File: src/core/semm_defs.vh
// constants for the supply event and mode manager
`ifndef SEMM_DEFS_VH
`define SEMM_DEFS_VH
`define SEMM_A_TEMP_RES    8'hd7
`define SEMM_A_BAT_RES     8'hdf
`define SEMM_A_DCIN_RES    8'hef
`define SEMM_A_DELTA       8'hf3
`define SEMM_A_PERIPHERAL_CONFIG      8'hf4
`define SEMM_A_SWCFG       8'hf5
`define SEMM_A_FLAGS       8'hf8
`define SEMM_A_STRB        8'hf9
`define SEMM_A_BATTH       8'hfa
`define SEMM_A_SCR1        8'hfb
`define SEMM_A_SCR2        8'hfc
`define SEMM_A_SCR3        8'hfd
`define SEMM_A_SCR4        8'hfe
`define SEMM_A_ENABLE      8'hec
`define SEMM_B_DCIN        0
`define SEMM_B_SAG         5
`define SEMM_B_SRC         6
`define SEMM_SEL_DCIN      2'h1
`define SEMM_SEL_MAIN      2'h0
`define SEMM_CLK_MHZ       100
`define SEMM_T1_NS         10
`define SEMM_T2_NS         10
`define SEMM_T3_MS         30
`define SEMM_T4_MS         130
`define SEMM_T1_CYC        ((`SEMM_T1_NS * `SEMM_CLK_MHZ + 999) / 1000)
`define SEMM_T2_CYC        ((`SEMM_T2_NS * `SEMM_CLK_MHZ + 999) / 1000)
`define SEMM_T3_CYC        (`SEMM_T3_MS * 1000 * `SEMM_CLK_MHZ)
`define SEMM_T4_CYC        (`SEMM_T4_MS * 1000 * `SEMM_CLK_MHZ)
`define SEMM_ZERO8         8'h00
`define SEMM_RST_PERIPHERAL_CONFIG    8'h40
`endif

File: src/core/semm_supply_manager.v
// supply event flags, switchover timing and power mode sequencing
// Notes on behaviour
// - set dc-input-low flag once each time comparator reports dc input below threshold.
// - dc-input-low reaches shared interrupt only when its enable bit set.
// - set line dip flag when line dip detector reports enough low cycles.
// - line dip reaches shared interrupt only when its enable bit set.
// - dc-input-low flag rises at least 10 ns after comparator trip.
// - main-supply switchover at least 10 ns after main supply falls low.
// - dc-input switchover 30 ms after dc input falls, when selected.
// - restore to main supply 130 ms after all enabled restore conditions hold.
// - normal mode runs from main supply; core clock defaults to 1.024 MHz.
// - battery mode keeps core and logic on, metering front end off.
// - leave battery mode when main supply good and power-down bit clear.
// - sleep powers down core; every exit restarts at reset vector.
// - sleep peripherals run per enables written while core was awake.
// - sleep lasts until a qualifying wake-up event arrives.
// - four scratch registers keep contents across sleep.
// - retained configuration and result registers survive sleep.
// - event flags stay latched; software clears a flag writing 0.
// - dc-input switchover only when switchover select equals 01.
// - shared interrupt reaches core only with global enable set.
`timescale 1ns/1ps
`default_nettype none
`include "semm_defs.vh"
module semm_supply_manager #(
    parameter [31:0] T3_CYCLES = `SEMM_T3_CYC,
    parameter [31:0] T4_CYCLES = `SEMM_T4_CYC
) (
    input  wire       sys_clk,
    input  wire       rst_n,
    input  wire [7:0] sfrAddr,
    input  wire [7:0] sfrWrData,
    input  wire       sfrWrEn,
    input  wire       sfrRdEn,
    output reg  [7:0] sfrRdData,
    input  wire       dcInputLow,
    input  wire       mainSupplyLow,
    input  wire       lineDipEvent,
    input  wire       frontEndPowerDown,
    input  wire       supplyIrqGlobalEnable,
    input  wire       sleepRequest,
    input  wire       wakeEvent,
    input  wire [7:0] tempResultIn,
    input  wire [7:0] batResultIn,
    input  wire [7:0] dcinResultIn,
    input  wire       resultStrobe,
    output reg        supplyIrq,
    output reg        supplySourceMain,
    output reg        frontEndEnable,
    output reg        coreEnable,
    output reg        coreRestart,
    output reg        coreClkDefault,
    output reg  [2:0] modeState,
    output reg  [3:0] sleepPeriphEnable
);
    localparam [2:0] ST_NORMAL  = 3'h1;
    localparam [2:0] ST_BATTERY = 3'h2;
    localparam [2:0] ST_SLEEP   = 3'h4;
    localparam [31:0] T1_CYC = `SEMM_T1_CYC;
    localparam [31:0] T2_CYC = `SEMM_T2_CYC;

    reg [7:0]  flags_q, enable_q, swcfg_q, periphCfg_q, delta_q;
    reg [7:0]  strb_q, batth_q, tempRes_q, batRes_q, dcinRes_q;
    reg [7:0]  scratch_q [0:3];
    reg [2:0]  state_q;
    reg        dcinLowSeen_q;

    wire       dcinTrip;
    wire       mainTrip;
    wire       swDcinAt;
    wire       restoreAt;

    wire       selDcin    = (swcfg_q[1:0] == `SEMM_SEL_DCIN);
    wire       selMain    = (swcfg_q[1:0] == `SEMM_SEL_MAIN);
    wire       swEnabled  = selDcin | selMain;
    wire       wrFlags    = sfrWrEn && (sfrAddr == `SEMM_A_FLAGS);
    wire       dcinSwTrip = selDcin && swDcinAt;
    // restore needs dc input good too when dc-input switchover selected
    wire       restoreOk  = !mainSupplyLow && !(selDcin && dcInputLow);
    wire       restoreDone = restoreOk && restoreAt;
    wire       restoreClr = !restoreOk || (state_q == ST_NORMAL);
    wire       goBattery  = swEnabled && (mainTrip || dcinSwTrip);
    // a held power-down keeps sleep even once supply is back
    wire       leaveSleep = (restoreDone && !frontEndPowerDown) || wakeEvent;
    wire [7:0] flagsSet;
    assign flagsSet = {2'b00, lineDipEvent, 4'b0000,
                       dcinTrip && !dcinLowSeen_q};

    // filter and delay counters; each clears while its condition is absent
    semm_sat_counter #(
        .LIMIT(T1_CYC)
    ) u_dcin_filter (
        .sys_clk (sys_clk),
        .rst_n   (rst_n),
        .clear   (!dcInputLow),
        .atLimit (dcinTrip)
    );

    semm_sat_counter #(
        .LIMIT(T2_CYC)
    ) u_main_filter (
        .sys_clk (sys_clk),
        .rst_n   (rst_n),
        .clear   (!mainSupplyLow),
        .atLimit (mainTrip)
    );

    semm_sat_counter #(
        .LIMIT(T3_CYCLES)
    ) u_dcin_switch (
        .sys_clk (sys_clk),
        .rst_n   (rst_n),
        .clear   (!dcInputLow),
        .atLimit (swDcinAt)
    );

    semm_sat_counter #(
        .LIMIT(T4_CYCLES)
    ) u_restore_delay (
        .sys_clk (sys_clk),
        .rst_n   (rst_n),
        .clear   (restoreClr),
        .atLimit (restoreAt)
    );

    // one flag set per fall below threshold
    always @(posedge sys_clk or negedge rst_n) begin
        if (!rst_n) begin
            dcinLowSeen_q <= 1'b0;
        end else begin
            dcinLowSeen_q <= dcinTrip;
        end
    end

    // mode sequencer
    always @(posedge sys_clk or negedge rst_n) begin
        if (!rst_n) begin
            state_q <= ST_NORMAL;
        end else begin
            case (state_q)
                ST_NORMAL: begin
                    if (goBattery)
                        state_q <= ST_BATTERY;
                end
                ST_BATTERY: begin
                    if (restoreDone && !frontEndPowerDown)
                        state_q <= ST_NORMAL;
                    else if (sleepRequest)
                        state_q <= ST_SLEEP;
                end
                ST_SLEEP: begin
                    // supply restore is a wake source, masked while front end power-down is held
                    if (restoreDone && !frontEndPowerDown)
                        state_q <= ST_NORMAL;
                    else if (wakeEvent)
                        state_q <= ST_BATTERY;
                end
                default: state_q <= ST_NORMAL;
            endcase
        end
    end

    // event flags; set wins over a same-cycle software clear by writing 0
    always @(posedge sys_clk or negedge rst_n) begin
        if (!rst_n) begin
            flags_q <= `SEMM_ZERO8;
        end else begin
            flags_q <= (wrFlags ? (flags_q & sfrWrData) : flags_q)
                       | flagsSet;
        end
    end

    // only the core writes; it is off in sleep so retained state holds
    always @(posedge sys_clk or negedge rst_n) begin
        if (!rst_n) begin
            enable_q     <= `SEMM_ZERO8;
            swcfg_q      <= `SEMM_ZERO8;
            periphCfg_q  <= `SEMM_ZERO8;
            delta_q      <= `SEMM_ZERO8;
            strb_q       <= `SEMM_ZERO8;
            batth_q      <= `SEMM_ZERO8;
            scratch_q[0] <= `SEMM_ZERO8;
            scratch_q[1] <= `SEMM_ZERO8;
            scratch_q[2] <= `SEMM_ZERO8;
            scratch_q[3] <= `SEMM_ZERO8;
        end else if (sfrWrEn && state_q != ST_SLEEP) begin
            case (sfrAddr)
                `SEMM_A_ENABLE: enable_q     <= sfrWrData;
                `SEMM_A_SWCFG:  swcfg_q      <= sfrWrData;
                `SEMM_A_PERIPHERAL_CONFIG: periphCfg_q  <= sfrWrData;
                `SEMM_A_DELTA:  delta_q      <= sfrWrData;
                `SEMM_A_STRB:   strb_q       <= sfrWrData;
                `SEMM_A_BATTH:  batth_q      <= sfrWrData;
                `SEMM_A_SCR1:   scratch_q[0] <= sfrWrData;
                `SEMM_A_SCR2:   scratch_q[1] <= sfrWrData;
                `SEMM_A_SCR3:   scratch_q[2] <= sfrWrData;
                `SEMM_A_SCR4:   scratch_q[3] <= sfrWrData;
                default: ;
            endcase
        end
    end

    // converter results load on their strobe only, so they survive sleep
    always @(posedge sys_clk or negedge rst_n) begin
        if (!rst_n) begin
            tempRes_q <= `SEMM_ZERO8;
            batRes_q  <= `SEMM_ZERO8;
            dcinRes_q <= `SEMM_ZERO8;
        end else if (resultStrobe) begin
            tempRes_q <= tempResultIn;
            batRes_q  <= batResultIn;
            dcinRes_q <= dcinResultIn;
        end
    end

    // read data holds until the next read
    always @(posedge sys_clk or negedge rst_n) begin
        if (!rst_n) begin
            sfrRdData <= `SEMM_ZERO8;
        end else if (sfrRdEn) begin
            case (sfrAddr)
                `SEMM_A_TEMP_RES: sfrRdData <= tempRes_q;
                `SEMM_A_BAT_RES:  sfrRdData <= batRes_q;
                `SEMM_A_DCIN_RES: sfrRdData <= dcinRes_q;
                `SEMM_A_DELTA:    sfrRdData <= delta_q;
                `SEMM_A_PERIPHERAL_CONFIG:   sfrRdData <= {periphCfg_q[7],
                                    state_q == ST_NORMAL,
                                    periphCfg_q[5:0]};
                `SEMM_A_SWCFG:    sfrRdData <= swcfg_q;
                `SEMM_A_FLAGS:    sfrRdData <= flags_q;
                `SEMM_A_ENABLE:   sfrRdData <= enable_q;
                `SEMM_A_STRB:     sfrRdData <= strb_q;
                `SEMM_A_BATTH:    sfrRdData <= batth_q;
                `SEMM_A_SCR1:     sfrRdData <= scratch_q[0];
                `SEMM_A_SCR2:     sfrRdData <= scratch_q[1];
                `SEMM_A_SCR3:     sfrRdData <= scratch_q[2];
                `SEMM_A_SCR4:     sfrRdData <= scratch_q[3];
                default:          sfrRdData <= `SEMM_ZERO8;
            endcase
        end
    end

    // status outputs, all registered
    always @(posedge sys_clk or negedge rst_n) begin
        if (!rst_n) begin
            supplyIrq         <= 1'b0;
            supplySourceMain  <= 1'b1;
            frontEndEnable    <= 1'b1;
            coreEnable        <= 1'b1;
            coreRestart       <= 1'b0;
            coreClkDefault    <= 1'b1;
            modeState         <= ST_NORMAL;
            sleepPeriphEnable <= 4'h0;
        end else begin
            supplyIrq <= supplyIrqGlobalEnable &&
                ((flags_q[`SEMM_B_DCIN] && enable_q[`SEMM_B_DCIN]) ||
                 (flags_q[`SEMM_B_SAG] && enable_q[`SEMM_B_SAG]));
            supplySourceMain <= (state_q == ST_NORMAL);
            frontEndEnable   <= (state_q == ST_NORMAL);
            coreEnable       <= (state_q != ST_SLEEP);
            // pulse only on a real sleep exit; ram is lost so restart
            coreRestart      <= (state_q == ST_SLEEP) &&
                                leaveSleep;
            coreClkDefault   <= 1'b1;
            modeState        <= state_q;
            sleepPeriphEnable <= (state_q == ST_SLEEP) ?
                                 periphCfg_q[3:0] : 4'h0;
        end
    end
endmodule

// saturating cycle counter; stops at its limit so long waits never wrap
module semm_sat_counter #(
    parameter [31:0] LIMIT = 32'h0000_0001
) (
    input  wire sys_clk,
    input  wire rst_n,
    input  wire clear,
    output wire atLimit
);
    reg [31:0] count_q;

    assign atLimit = (count_q >= LIMIT);

    always @(posedge sys_clk or negedge rst_n) begin
        if (!rst_n) begin
            count_q <= 32'h0000_0000;
        end else if (clear) begin
            count_q <= 32'h0000_0000;
        end else if (!atLimit) begin
            count_q <= count_q + 32'h0000_0001;
        end
    end
endmodule
`default_nettype wire

File: config.mk
export PLATFORM = sky130hd
export DESIGN_NAME = semm_supply_manager
export DESIGN_NICKNAME = d
export VERILOG_FILES = /design/src/core/semm_supply_manager.v
export VERILOG_INCLUDE_DIRS = /design/src /design/src/core
export SDC_FILE = /design/constraint.sdc
export NUM_CORES = 1
export LEC_CHECK = 0
export CORE_ASPECT_RATIO = 1.25
export CORE_UTILIZATION = 40
export CTS_CLUSTER_SIZE = 12
export DETAILED_ROUTE_END_ITERATION = 6
export DONT_BUFFER_PORTS = 1
export PLACE_DENSITY = 0.53
export SLEW_MARGIN = 30
export SYNTH_ARGS = -nofsm -noshare
export SYNTH_HDL_FRONTEND = slang
export SYNTH_SLANG_ARGS = --single-unit
File: constraint.sdc
create_clock -name sys_clk -period 4.97 [get_ports sys_clk]
set_input_delay 0.2485 -clock sys_clk [delete_from_list [all_inputs] [get_ports sys_clk]]
set_output_delay 0.2485 -clock sys_clk [all_outputs]
set_load 0.005 [all_outputs]
==> results.toml, run 1 <==
[final_layout]
final_common_cell = "dfrtp_1"
design_area_um2 = 13690
syn2layout_area_growth_pct = 16.39
drive_above_1_share_pct = 17.11
final_cell_mix = "258 x dfrtp_1, 106 x mux2_2, 82 x and2_1"
seq_area_um2 = 6561
multi_input_area_um2 = 4943
fillers = 2702
nNetsFinal = 1121

[critical_path]
r2r-start = "state_q[0]"
start_kind = "flip-flop"
cp.required_ps = 5400
crit_fanout = 8
path_class = "flip-flop to flip-flop"
endpoint_kind = "flip-flop"
cp-startpoint = "state_q[0]"
arrival_ps = 2890

[sta]
max-slew-margin-rel_pct = 44.43
final.setup.tns_ps = 0
skew_ps = 15.48
period_share_pct = 49.49
drv_slew = 0
hold_violations = 262
hold_slack_ps = -598.6
worst_pin_slew_ps = 830.8
worst_slack_ps = 2510
fmax_ghz = 0.4065
setup_viol = 0
grt_setup_unrepaired = "false"
period_minus_slack_ps = 2460

[pwr]
total_power_w = 0.004837
p_seq_share_pct = 48.4
vdd_ir_drop_max_v = 0.0002070
pwr_density_cell_nw_per_um2 = 353.4
p_sw_w = 0.001171
power_frac_clock_pct = 42.3
switching_share_pct = 24.20
power_leakage_nw = 6.044
combPwrFrac_pct = 9.4
p_int_w = 0.003667

[drt]
drt-total-wl_um = 27140
via_per_inst = 5.283
first_pass_iters = 4
ant_nets = 0
drt_iter0_drc = 427
wl_per_cell_um = 18.44
vias = 7776
drt_drc_violations_left = 0

[clocking]
cts_buffer_depth = 3
clk_pin_slew_ps = 60
cts_tree = "built"
clk_latency_ps = 550
cts.sinks = 262
cts_hold_buf = 67
cts_buffers = 28
htreeDepth = 1
root_buffer = "clkbuf_16"
cts_resized = 0
post_cts_buffers = 0

[logic_synthesis]
syn_nets = 1065
synth-adder-area-share_pct = 1.064
synth_top_family_by_area = "simple AND/OR/NAND/NOR gates"
muxShareOfSynthArea_pct = 11.62
synthSimpleGateAreaFrac_pct = 17.29
synth_ff_type = "dfrtp_1"
syn_avg_cell_area_um2 = 11.73
syn_inst = 1003
synth_compound_area_share_pct = 9.096
synthArstFlopShare_pct = 100.0
synth.top_cell.area_share_pct = 54.89
synth_edf_count = 0
syn-cell-area_um2 = 11760
ys_ff_latch = 262
synth_warnings = 0
synth_xor_area_share_pct = 2.830
synth_cell_types = 73
yosys.area.top_type = "dfrtp_1"
seq_area_frac_synth_pct = 55.79
synth.area.top_cells = "dfrtp_1 55%, mux2_2 10%, and2_1 4.4%"

[global_routing]
grt_max_degree = 263
antenna_found_initial = 2
grt_usage_pct = 18.40
grt_pass1_vias = 8042
grt_pass1_wl_um = 44330
grt_overflow_total = 0

[status]
violations = "hold timing"
status = "complete, but fails checks"

[flow_run]
maxCapViolations = 0

[min_path]
worstHoldPathType = "primary input to asynchronous set/reset pin"

[floorplan]
rows = 69
core_um2 = 28660
dieArea_um2 = 30100
initial_utilization_pct = 41.03
die_x_um = 155.4
die_height_um = 193.7
pin_count = 73

[placed_design]
place_congestion = 0.8066
place_area_um2 = 12090
dpl.hpwl_um = 17070
pre_cts_slack_ps = 2340
port_buffers = 0
critical path, cell delays in order (launching register included):
cell,delay [ps]
dfstp_2,590
nor2_1,90
nand2_1,230
nand2_1,300
nor3_2,720
mux2_2,410
area by class of cell:
type,count,share of cell area [%]
repair buffers,72,5.246
diodes,1,0.01828
flip-flops and latches,262,47.93
inverters,19,0.5210
multi-input cells,676,36.11
clock buffers,46,6.124
clock inverters,6,0.4844
well taps,390,3.565
per-stage QoR:
step	util, %	cells
after floorplan	-	1003
after global placement	42.18	1352
after detailed placement	42.18	1352
after CTS	47.71	1471
after global routing	47.75	1471
final	47.76	1472
power groups by stage:
stage               registers [W]  logic (W)  clock network, W
floorplan                 0.00234   0.000337                 0
global placement          0.00238   0.000367                 0
detailed placement        0.00238   0.000376                 0
CTS                       0.00234   0.000458           0.00212
global route              0.00236   0.000504           0.00220
finish                    0.00234   0.000452           0.00205
per-layer routing:
layer / share of wire, % / global-route usage (%)
met4: 2.1 / 5.011
met1: 46 / 24.55
met2: 47 / 29.93
met3: 5.1 / 4.224
met5: 0.048 / 0
path summary, 6_finish.rpt:
check                                       endpoint  slack [ps]  cells past startpoint
min                         u_main_filter.count_q[8]        -600                      0
max                                       swcfg_q[1]        2510                      5
max in group asynchronous  u_dcin_switch.count_q[14]        5070                      0
max reg2reg                               swcfg_q[1]        2510                      5
min reg2reg                             modeState[0]         410                      0
min in group sys_clk       u_main_filter.count_q[19]          40                      2
synthesized netlist by cell type (20+ instances only):
library cell  number
a21oi_1           22
a22oi_1           20
and2_1            82
clkbuf_1          31
dfrtp_1          258
mux2_2           106
nand2_1           66
nand3_1           37
nand4_1           25
nor2_1            55
o21ai_0           23
xor2_1            23
flip-flops by register name, indices dropped and copies added, names as in the netlist, 4 cells and up:
signal and flops:
sfrRdData 8, dcinRes_q 8, u_dcin_switch.count_q 32, batRes_q 8
u_restore_delay.count_q 32, strb_q 8, periphCfg_q 7, scratch_q 32
flags_q 8, swcfg_q 8, u_dcin_filter.count_q 32, batth_q 8
tempRes_q 8, sleepPeriphEnable 4, enable_q 8, delta_q 8
u_main_filter.count_q 32
kinds of logic (layout without fill, tap and decap cells):
logic type      Yosys count  in the layout
buf+inv                  65            143
simple gates            360            360
xor+xnor                 38             38
flops                   262            262
other cells               1              2
mux                     122            122
compound gates          145            145
fa+ha+maj                10             10
No activity file was read; power rests on OpenSTA's default activity.
==> inputs of run 2 (changes only) <==
--- a/config.mk
+++ b/config.mk
@@ -6,6 +6,7 @@
 export SDC_FILE = /design/constraint.sdc
 export NUM_CORES = 1
 export LEC_CHECK = 0
+export ABC_AREA = 1
 export CORE_ASPECT_RATIO = 1.25
 export CORE_UTILIZATION = 40
 export CTS_CLUSTER_SIZE = 12
==> constraint.sdc (replaced) <==
create_clock -name sys_clk -period 2.33 [get_ports sys_clk]
set_input_delay 0.1165 -clock sys_clk [delete_from_list [all_inputs] [get_ports sys_clk]]
set_output_delay 0.1165 -clock sys_clk [all_outputs]
set_load 0.005 [all_outputs]
==> results.toml, run 2 <==
[logic_synthesis]
synth.top_cell.area_share_pct = 53.29
syn-cell-area_um2 = 12120
synthArstFlopShare_pct = 100.0
synth_warnings = 0
syn_avg_cell_area_um2 = 8.225
synth_edf_count = 0
syn_inst = 1473
ys_ff_latch = 262
synth_common_cells = "421 x nand2_1, 258 x dfrtp_1, 198 x inv_1, 157 x nor2_1, 103 x o21ai_0"
synth.area.top_cells = "dfrtp_1 53%, nand2_1 13%, inv_1 6.1%"
seq_area_frac_synth_pct = 54.16
synth_cell_types = 43
synth_ff_type = "dfrtp_1"
yosysMostFrequentCell = "nand2_1"
yosys.area.top_type = "dfrtp_1"
syn_nets = 1535

[sta]
hold_slack_ps = -732.6
drv_slew = 0
worst_pin_slew_ps = 685.6
skew_ps = 18.61
fmax_ghz = 0.4868
grt_setup_unrepaired = "false"
period_share_pct = 88.16
hold_violations = 262
setup_viol = 0
final.setup.tns_ps = 0
max-slew-margin-rel_pct = 54.29
period_minus_slack_ps = 2054

[critical_path]
cp_cell_sequence = "dlygate4sd3_1 -> nor2_2 -> dlygate4sd3_1 -> nand3_4 -> nor2_4 -> dlygate4sd3_1 -> a21oi_1"
start_kind = "primary input"
worst_path_largest_cell_delay_ps = 620
critPathMostFrequentCell = "dlygate4sd3_1"
arrival_ps = 2480
cp.required_ps = 2760
path_class = "primary input to flip-flop"
endpoint_kind = "flip-flop"
cp_slowest_cell = "dlygate4sd3_1"
crit_fanout = 9

[floorplan]
rows = 70
die_height_um = 196.6
core_um2 = 29520
die_x_um = 157.7
initial_utilization_pct = 41.05
pin_count = 73
dieArea_um2 = 30990

[pwr]
vdd_ir_drop_max_v = 0.0005161
pwr_density_cell_nw_per_um2 = 734.5
power_leakage_nw = 7.122
total_power_w = 0.01048

[final_layout]
final_common_cell = "nand2_1"
stdcell_count = 1971
final_cell_mix = "420 x nand2_1, 258 x dfrtp_1, 198 x inv_1"
drive_above_1_share_pct = 7.878
nNetsFinal = 1618
syn2layout_area_growth_pct = 17.81

[status]
violations = "hold timing"
status = "complete, but fails checks"

[clocking]
root_buffer = "clkbuf_16"
clk_latency_ps = 560
cts_buffer_depth = 3
cts.sinks = 262
cts_tree = "built"
htreeDepth = 1
cts_hold_buf = 85
clk_pin_slew_ps = 60
cts_buffers = 28

[drt]
first_pass_iters = 5
vias = 9447
wl_per_cell_um = 14.72
drt_iter0_drc = 602
drt_drc_violations_left = 0
ant_nets = 0
drt-total-wl_um = 29020
via_per_inst = 4.793

[global_routing]
grt_overflow_total = 0
grt_busiest_layer = "met2"
grt_max_degree = 263
grt_pass1_vias = 9396
grt_pass1_wl_um = 47870
grt_use_met1_pct = 25.54
grt_usage_pct = 19.36
grtUsageMet3_pct = 3.034
grtUsageMet2_pct = 32.01
antenna_found_initial = 1

[placed_design]
placed_cells = 1836
port_buffers = 0
dpl.hpwl_um = 18530
place_congestion = 0.8173

[flow_run]
maxCapViolations = 0

[min_path]
worstHoldPathType = "primary input to asynchronous set/reset pin"
[run 2: worst paths after layout]
path                         startpoint       endpoint  slack [ps]  cells past startpoint
setup / recovery             sfrAddr[1]     flags_q[7]         280                      7
hold / removal                    rst_n     state_q[1]        -730                      0
setup reg to reg             swcfg_q[1]    coreRestart         320                      6
hold reg to reg              state_q[0]   modeState[0]         390                      0
max in group asynchronous         rst_n  scratch_q[13]        2570                      0
min in group sys_clk       sfrWrData[2]     swcfg_q[2]          10                      2
[run 2: layout make-up]
type / count / area, µm²
fillers: 2871 / 15240
flip-flops and latches: 262 / 6561
multi-input cells: 965 / 4577
repair buffers: 94 / 959.7
clock buffers: 43 / 858.3
inverters: 205 / 769.5
well taps: 396 / 495.5
clock inverters: 5 / 50.05
diodes: 1 / 2.502
[run 2: timing repair]
action / in CTS / in global routing
gates resized for setup: 0 / 3
buffers inserted: 0 / 2
endpoints found under the setup margin: 0 / 1
hold endpoints to repair: 400 / 262
[run 2: stage by stage]
stage	utilization [%]	setup WS (ps)	cell area (µm²)
2_1_floorplan	-	675.5	12120
3_3_place_gp	42.25	375.4	12470
3_5_place_dp	42.25	329.4	12470
4_1_cts	48.30	67.54	14260
5_1_grt	48.36	170.2	14270
6_report	48.36	275.9	14270
[run 2: report_power, final]
group	internal, W	leakage [nW]	switching, W
logic	0.000474	3.14	0.000658
clock network	0.00262	0.452	0.00179
registers	0.00480	3.53	0.000143
total	0.00789	7.12	0.00260
[run 2: worst max-delay path, delay by kind of cell]
kind / cells / cell delay (ps)
AOI/OAI and AO/OA: 1 / 60
buffers and inverters: 3 / 1770
and+or+nand+nor: 3 / 530
[run 2: cells by family (layout without fill, tap and decap cells)]
kind of cell,after synthesis,count (layout),share of synthesized area (%)
XOR/XNOR,13,13,0.9398
AND/OR/NAND/NOR,746,746,26.67
flip-flops,262,262,54.16
adder cells (fa/ha/maj),10,10,1.033
other,1,2,0.03095
multiplexers,8,8,0.7436
AO/OA/AOI/OAI,187,187,8.324
buffers and inverters,246,347,8.107
[run 2: per-layer routing]
| layer | vias to the layer above | part of all wire (%) |
|---|---|---|
| met2 | 145 | 47 |
| li1 | 4781 | - |
| met4 | 0 | 2.7 |
| met5 | - | 0 |
| met3 | 60 | 3.7 |
| met1 | 4461 | 46 |
==> inputs of run 3 (changes only) <==
--- a/config.mk
+++ b/config.mk
@@ -12,7 +12,7 @@
 export CTS_CLUSTER_SIZE = 12
 export DETAILED_ROUTE_END_ITERATION = 6
 export DONT_BUFFER_PORTS = 1
-export PLACE_DENSITY = 0.53
+export PLACE_DENSITY_LB_ADDON = 0.15
 export SLEW_MARGIN = 30
 export SYNTH_ARGS = -nofsm -noshare
 export SYNTH_HDL_FRONTEND = slang
==> results.toml, run 3 (synthesized netlist as in run 2, its figures left out) <==
[status]
status = "complete, but fails checks"
violations = "hold timing"

[global_routing]
grt_max_degree = 263
grt_busiest_layer = "met2"
grt_pass1_wl_um = 48170
grt_usage_pct = 19.47
antenna_found_initial = 0
grt_use_met1_pct = 25.15
grt_overflow_total = 0
grtUsageMet2_pct = 33.27
grt_pass1_vias = 9560
grtUsageMet3_pct = 2.748

[clocking]
post_cts_buffers = 0
cts_hold_buf = 85
cts_buffer_depth = 3
cts_resized = 0
root_buffer = "clkbuf_16"
cts.sinks = 262
cts_buffers = 29
cts_tree = "built"
htreeDepth = 1
clk_latency_ps = 560
clk_pin_slew_ps = 60

[floorplan]
die_height_um = 196.6
rows = 70
die_x_um = 157.7
core_um2 = 29520
dieArea_um2 = 30990
pin_count = 73
initial_utilization_pct = 41.05

[sta]
worst_pin_slew_ps = 625.3
hold_violations = 263
final.setup.tns_ps = 0
period_minus_slack_ps = 2154
max-slew-margin-rel_pct = 58.31
drv_slew = 0
skew_ps = 28.77
period_share_pct = 92.47
setup_viol = 0
grt_setup_unrepaired = "false"
hold_slack_ps = -713.1
fmax_ghz = 0.4641

[pwr]
vdd_ir_drop_max_v = 0.0004239
total_power_w = 0.01045
power_leakage_nw = 7.133
pwr_density_cell_nw_per_um2 = 732.0

[drt]
via_per_inst = 4.811
ant_nets = 0
first_pass_iters = 5
wl_per_cell_um = 14.61
vias = 9502
drt_iter0_drc = 646
drt-total-wl_um = 28860
drt_drc_violations_left = 0

[critical_path]
start_kind = "primary input"
path_class = "primary input to flip-flop"
cp_cell_sequence = "dlygate4sd3_1 -> nor2_2 -> dlygate4sd3_1 -> nand3_4 -> nor2_4 -> dlygate4sd3_1 -> a21oi_1"
crit_fanout = 9
cp.required_ps = 2740
worst_path_largest_cell_delay_ps = 720
critPathMostFrequentCell = "dlygate4sd3_1"
arrival_ps = 2560
r2r-start = "swcfg_q[1]"
cp_top_family = "buffers and inverters"
endpoint_kind = "flip-flop"
crit_cells = 7
reg2reg_slack_ps = 370
cp_num_buf_inv = 3
r2r_cells = 7
cp_slowest_cell = "dlygate4sd3_1"
r2r_end = "u_restore_delay.count_q[11]"

[final_layout]
nNetsFinal = 1619
final_common_cell = "nand2_1"
finalCoreUtilization_pct = 48.39
drive_above_1_share_pct = 7.921
stdcell_count = 1975
syn2layout_area_growth_pct = 17.89
design_area_um2 = 14280
final_cell_mix = "421 x nand2_1, 258 x dfrtp_1, 198 x inv_1"

[placed_design]
place_congestion = 0.8372
dpl.hpwl_um = 18430
placed_cells = 1837
place_area_um2 = 12470
port_buffers = 0

[min_path]
worstHoldPathType = "primary input to asynchronous set/reset pin"

[flow_run]
maxCapViolations = 0
run 3: changes by cell type in the layout (fill, tap and decap cells not counted):
cell / delta
clkinv_2: +2
inv_6: +2
buf_12: -1
buf_4: +1
buf_6: -1
dlygate4sd3_1: +1
nand2_1: +1
nand2_2: -1
nor2_1: +1
nor2_2: -1
run 3: final cells by class:
cell class	instances	area [µm²]
Fill cell	2885	15230
Sequential cell	262	6561
Multi-Input combinational cell	965	4572
Timing Repair Buffer	94	945.9
Clock buffer	43	858.3
Inverter	205	769.5
Tap cell	396	495.5
Clock inverter	9	77.57
Antenna cell	1	2.502
run 3: where the power goes:
| part | internal [W] | switching [W] |
|---|---|---|
| clock | 0.00264 | 0.00183 |
| sequential | 0.00480 | 0.000140 |
| combinational | 0.000409 | 0.000639 |
| total | 0.00785 | 0.00260 |
run 3: how the worst max path moves through the flow:
stage | start | endpoint
2_1_floorplan | u_main_filter.count_q[0] | u_main_filter.count_q[20]
3_3_place_gp | swcfg_q[1] | u_restore_delay.count_q[11]
3_5_place_dp | swcfg_q[1] | u_restore_delay.count_q[11]
4_1_cts | sfrAddr[1] | flags_q[2]
5_1_grt | dcInputLow | u_restore_delay.count_q[11]
6_report | sfrAddr[1] | flags_q[2]
run 3: routing by layer:
| metal | vias up | part of all wire, % | routed length [µm] |
|---|---|---|---|
| met4 | 0 | 2.9 | 838 |
| met3 | 65 | 3.9 | 1135 |
| met5 | - | 0 | 0 |
| met1 | 4467 | 45 | 12950 |
| met2 | 187 | 48 | 13930 |
| li1 | 4783 | - | - |
run 3: through the flow:
stage	setup slack (ps)	hold WS (ps)
after detailed placement	363.2	-166.7
after global routing	103.9	-750.9
after CTS	207.6	-755.3
final	175.5	-713.1
after global placement	441.8	-166.3
after floorplan	675.5	-179.1
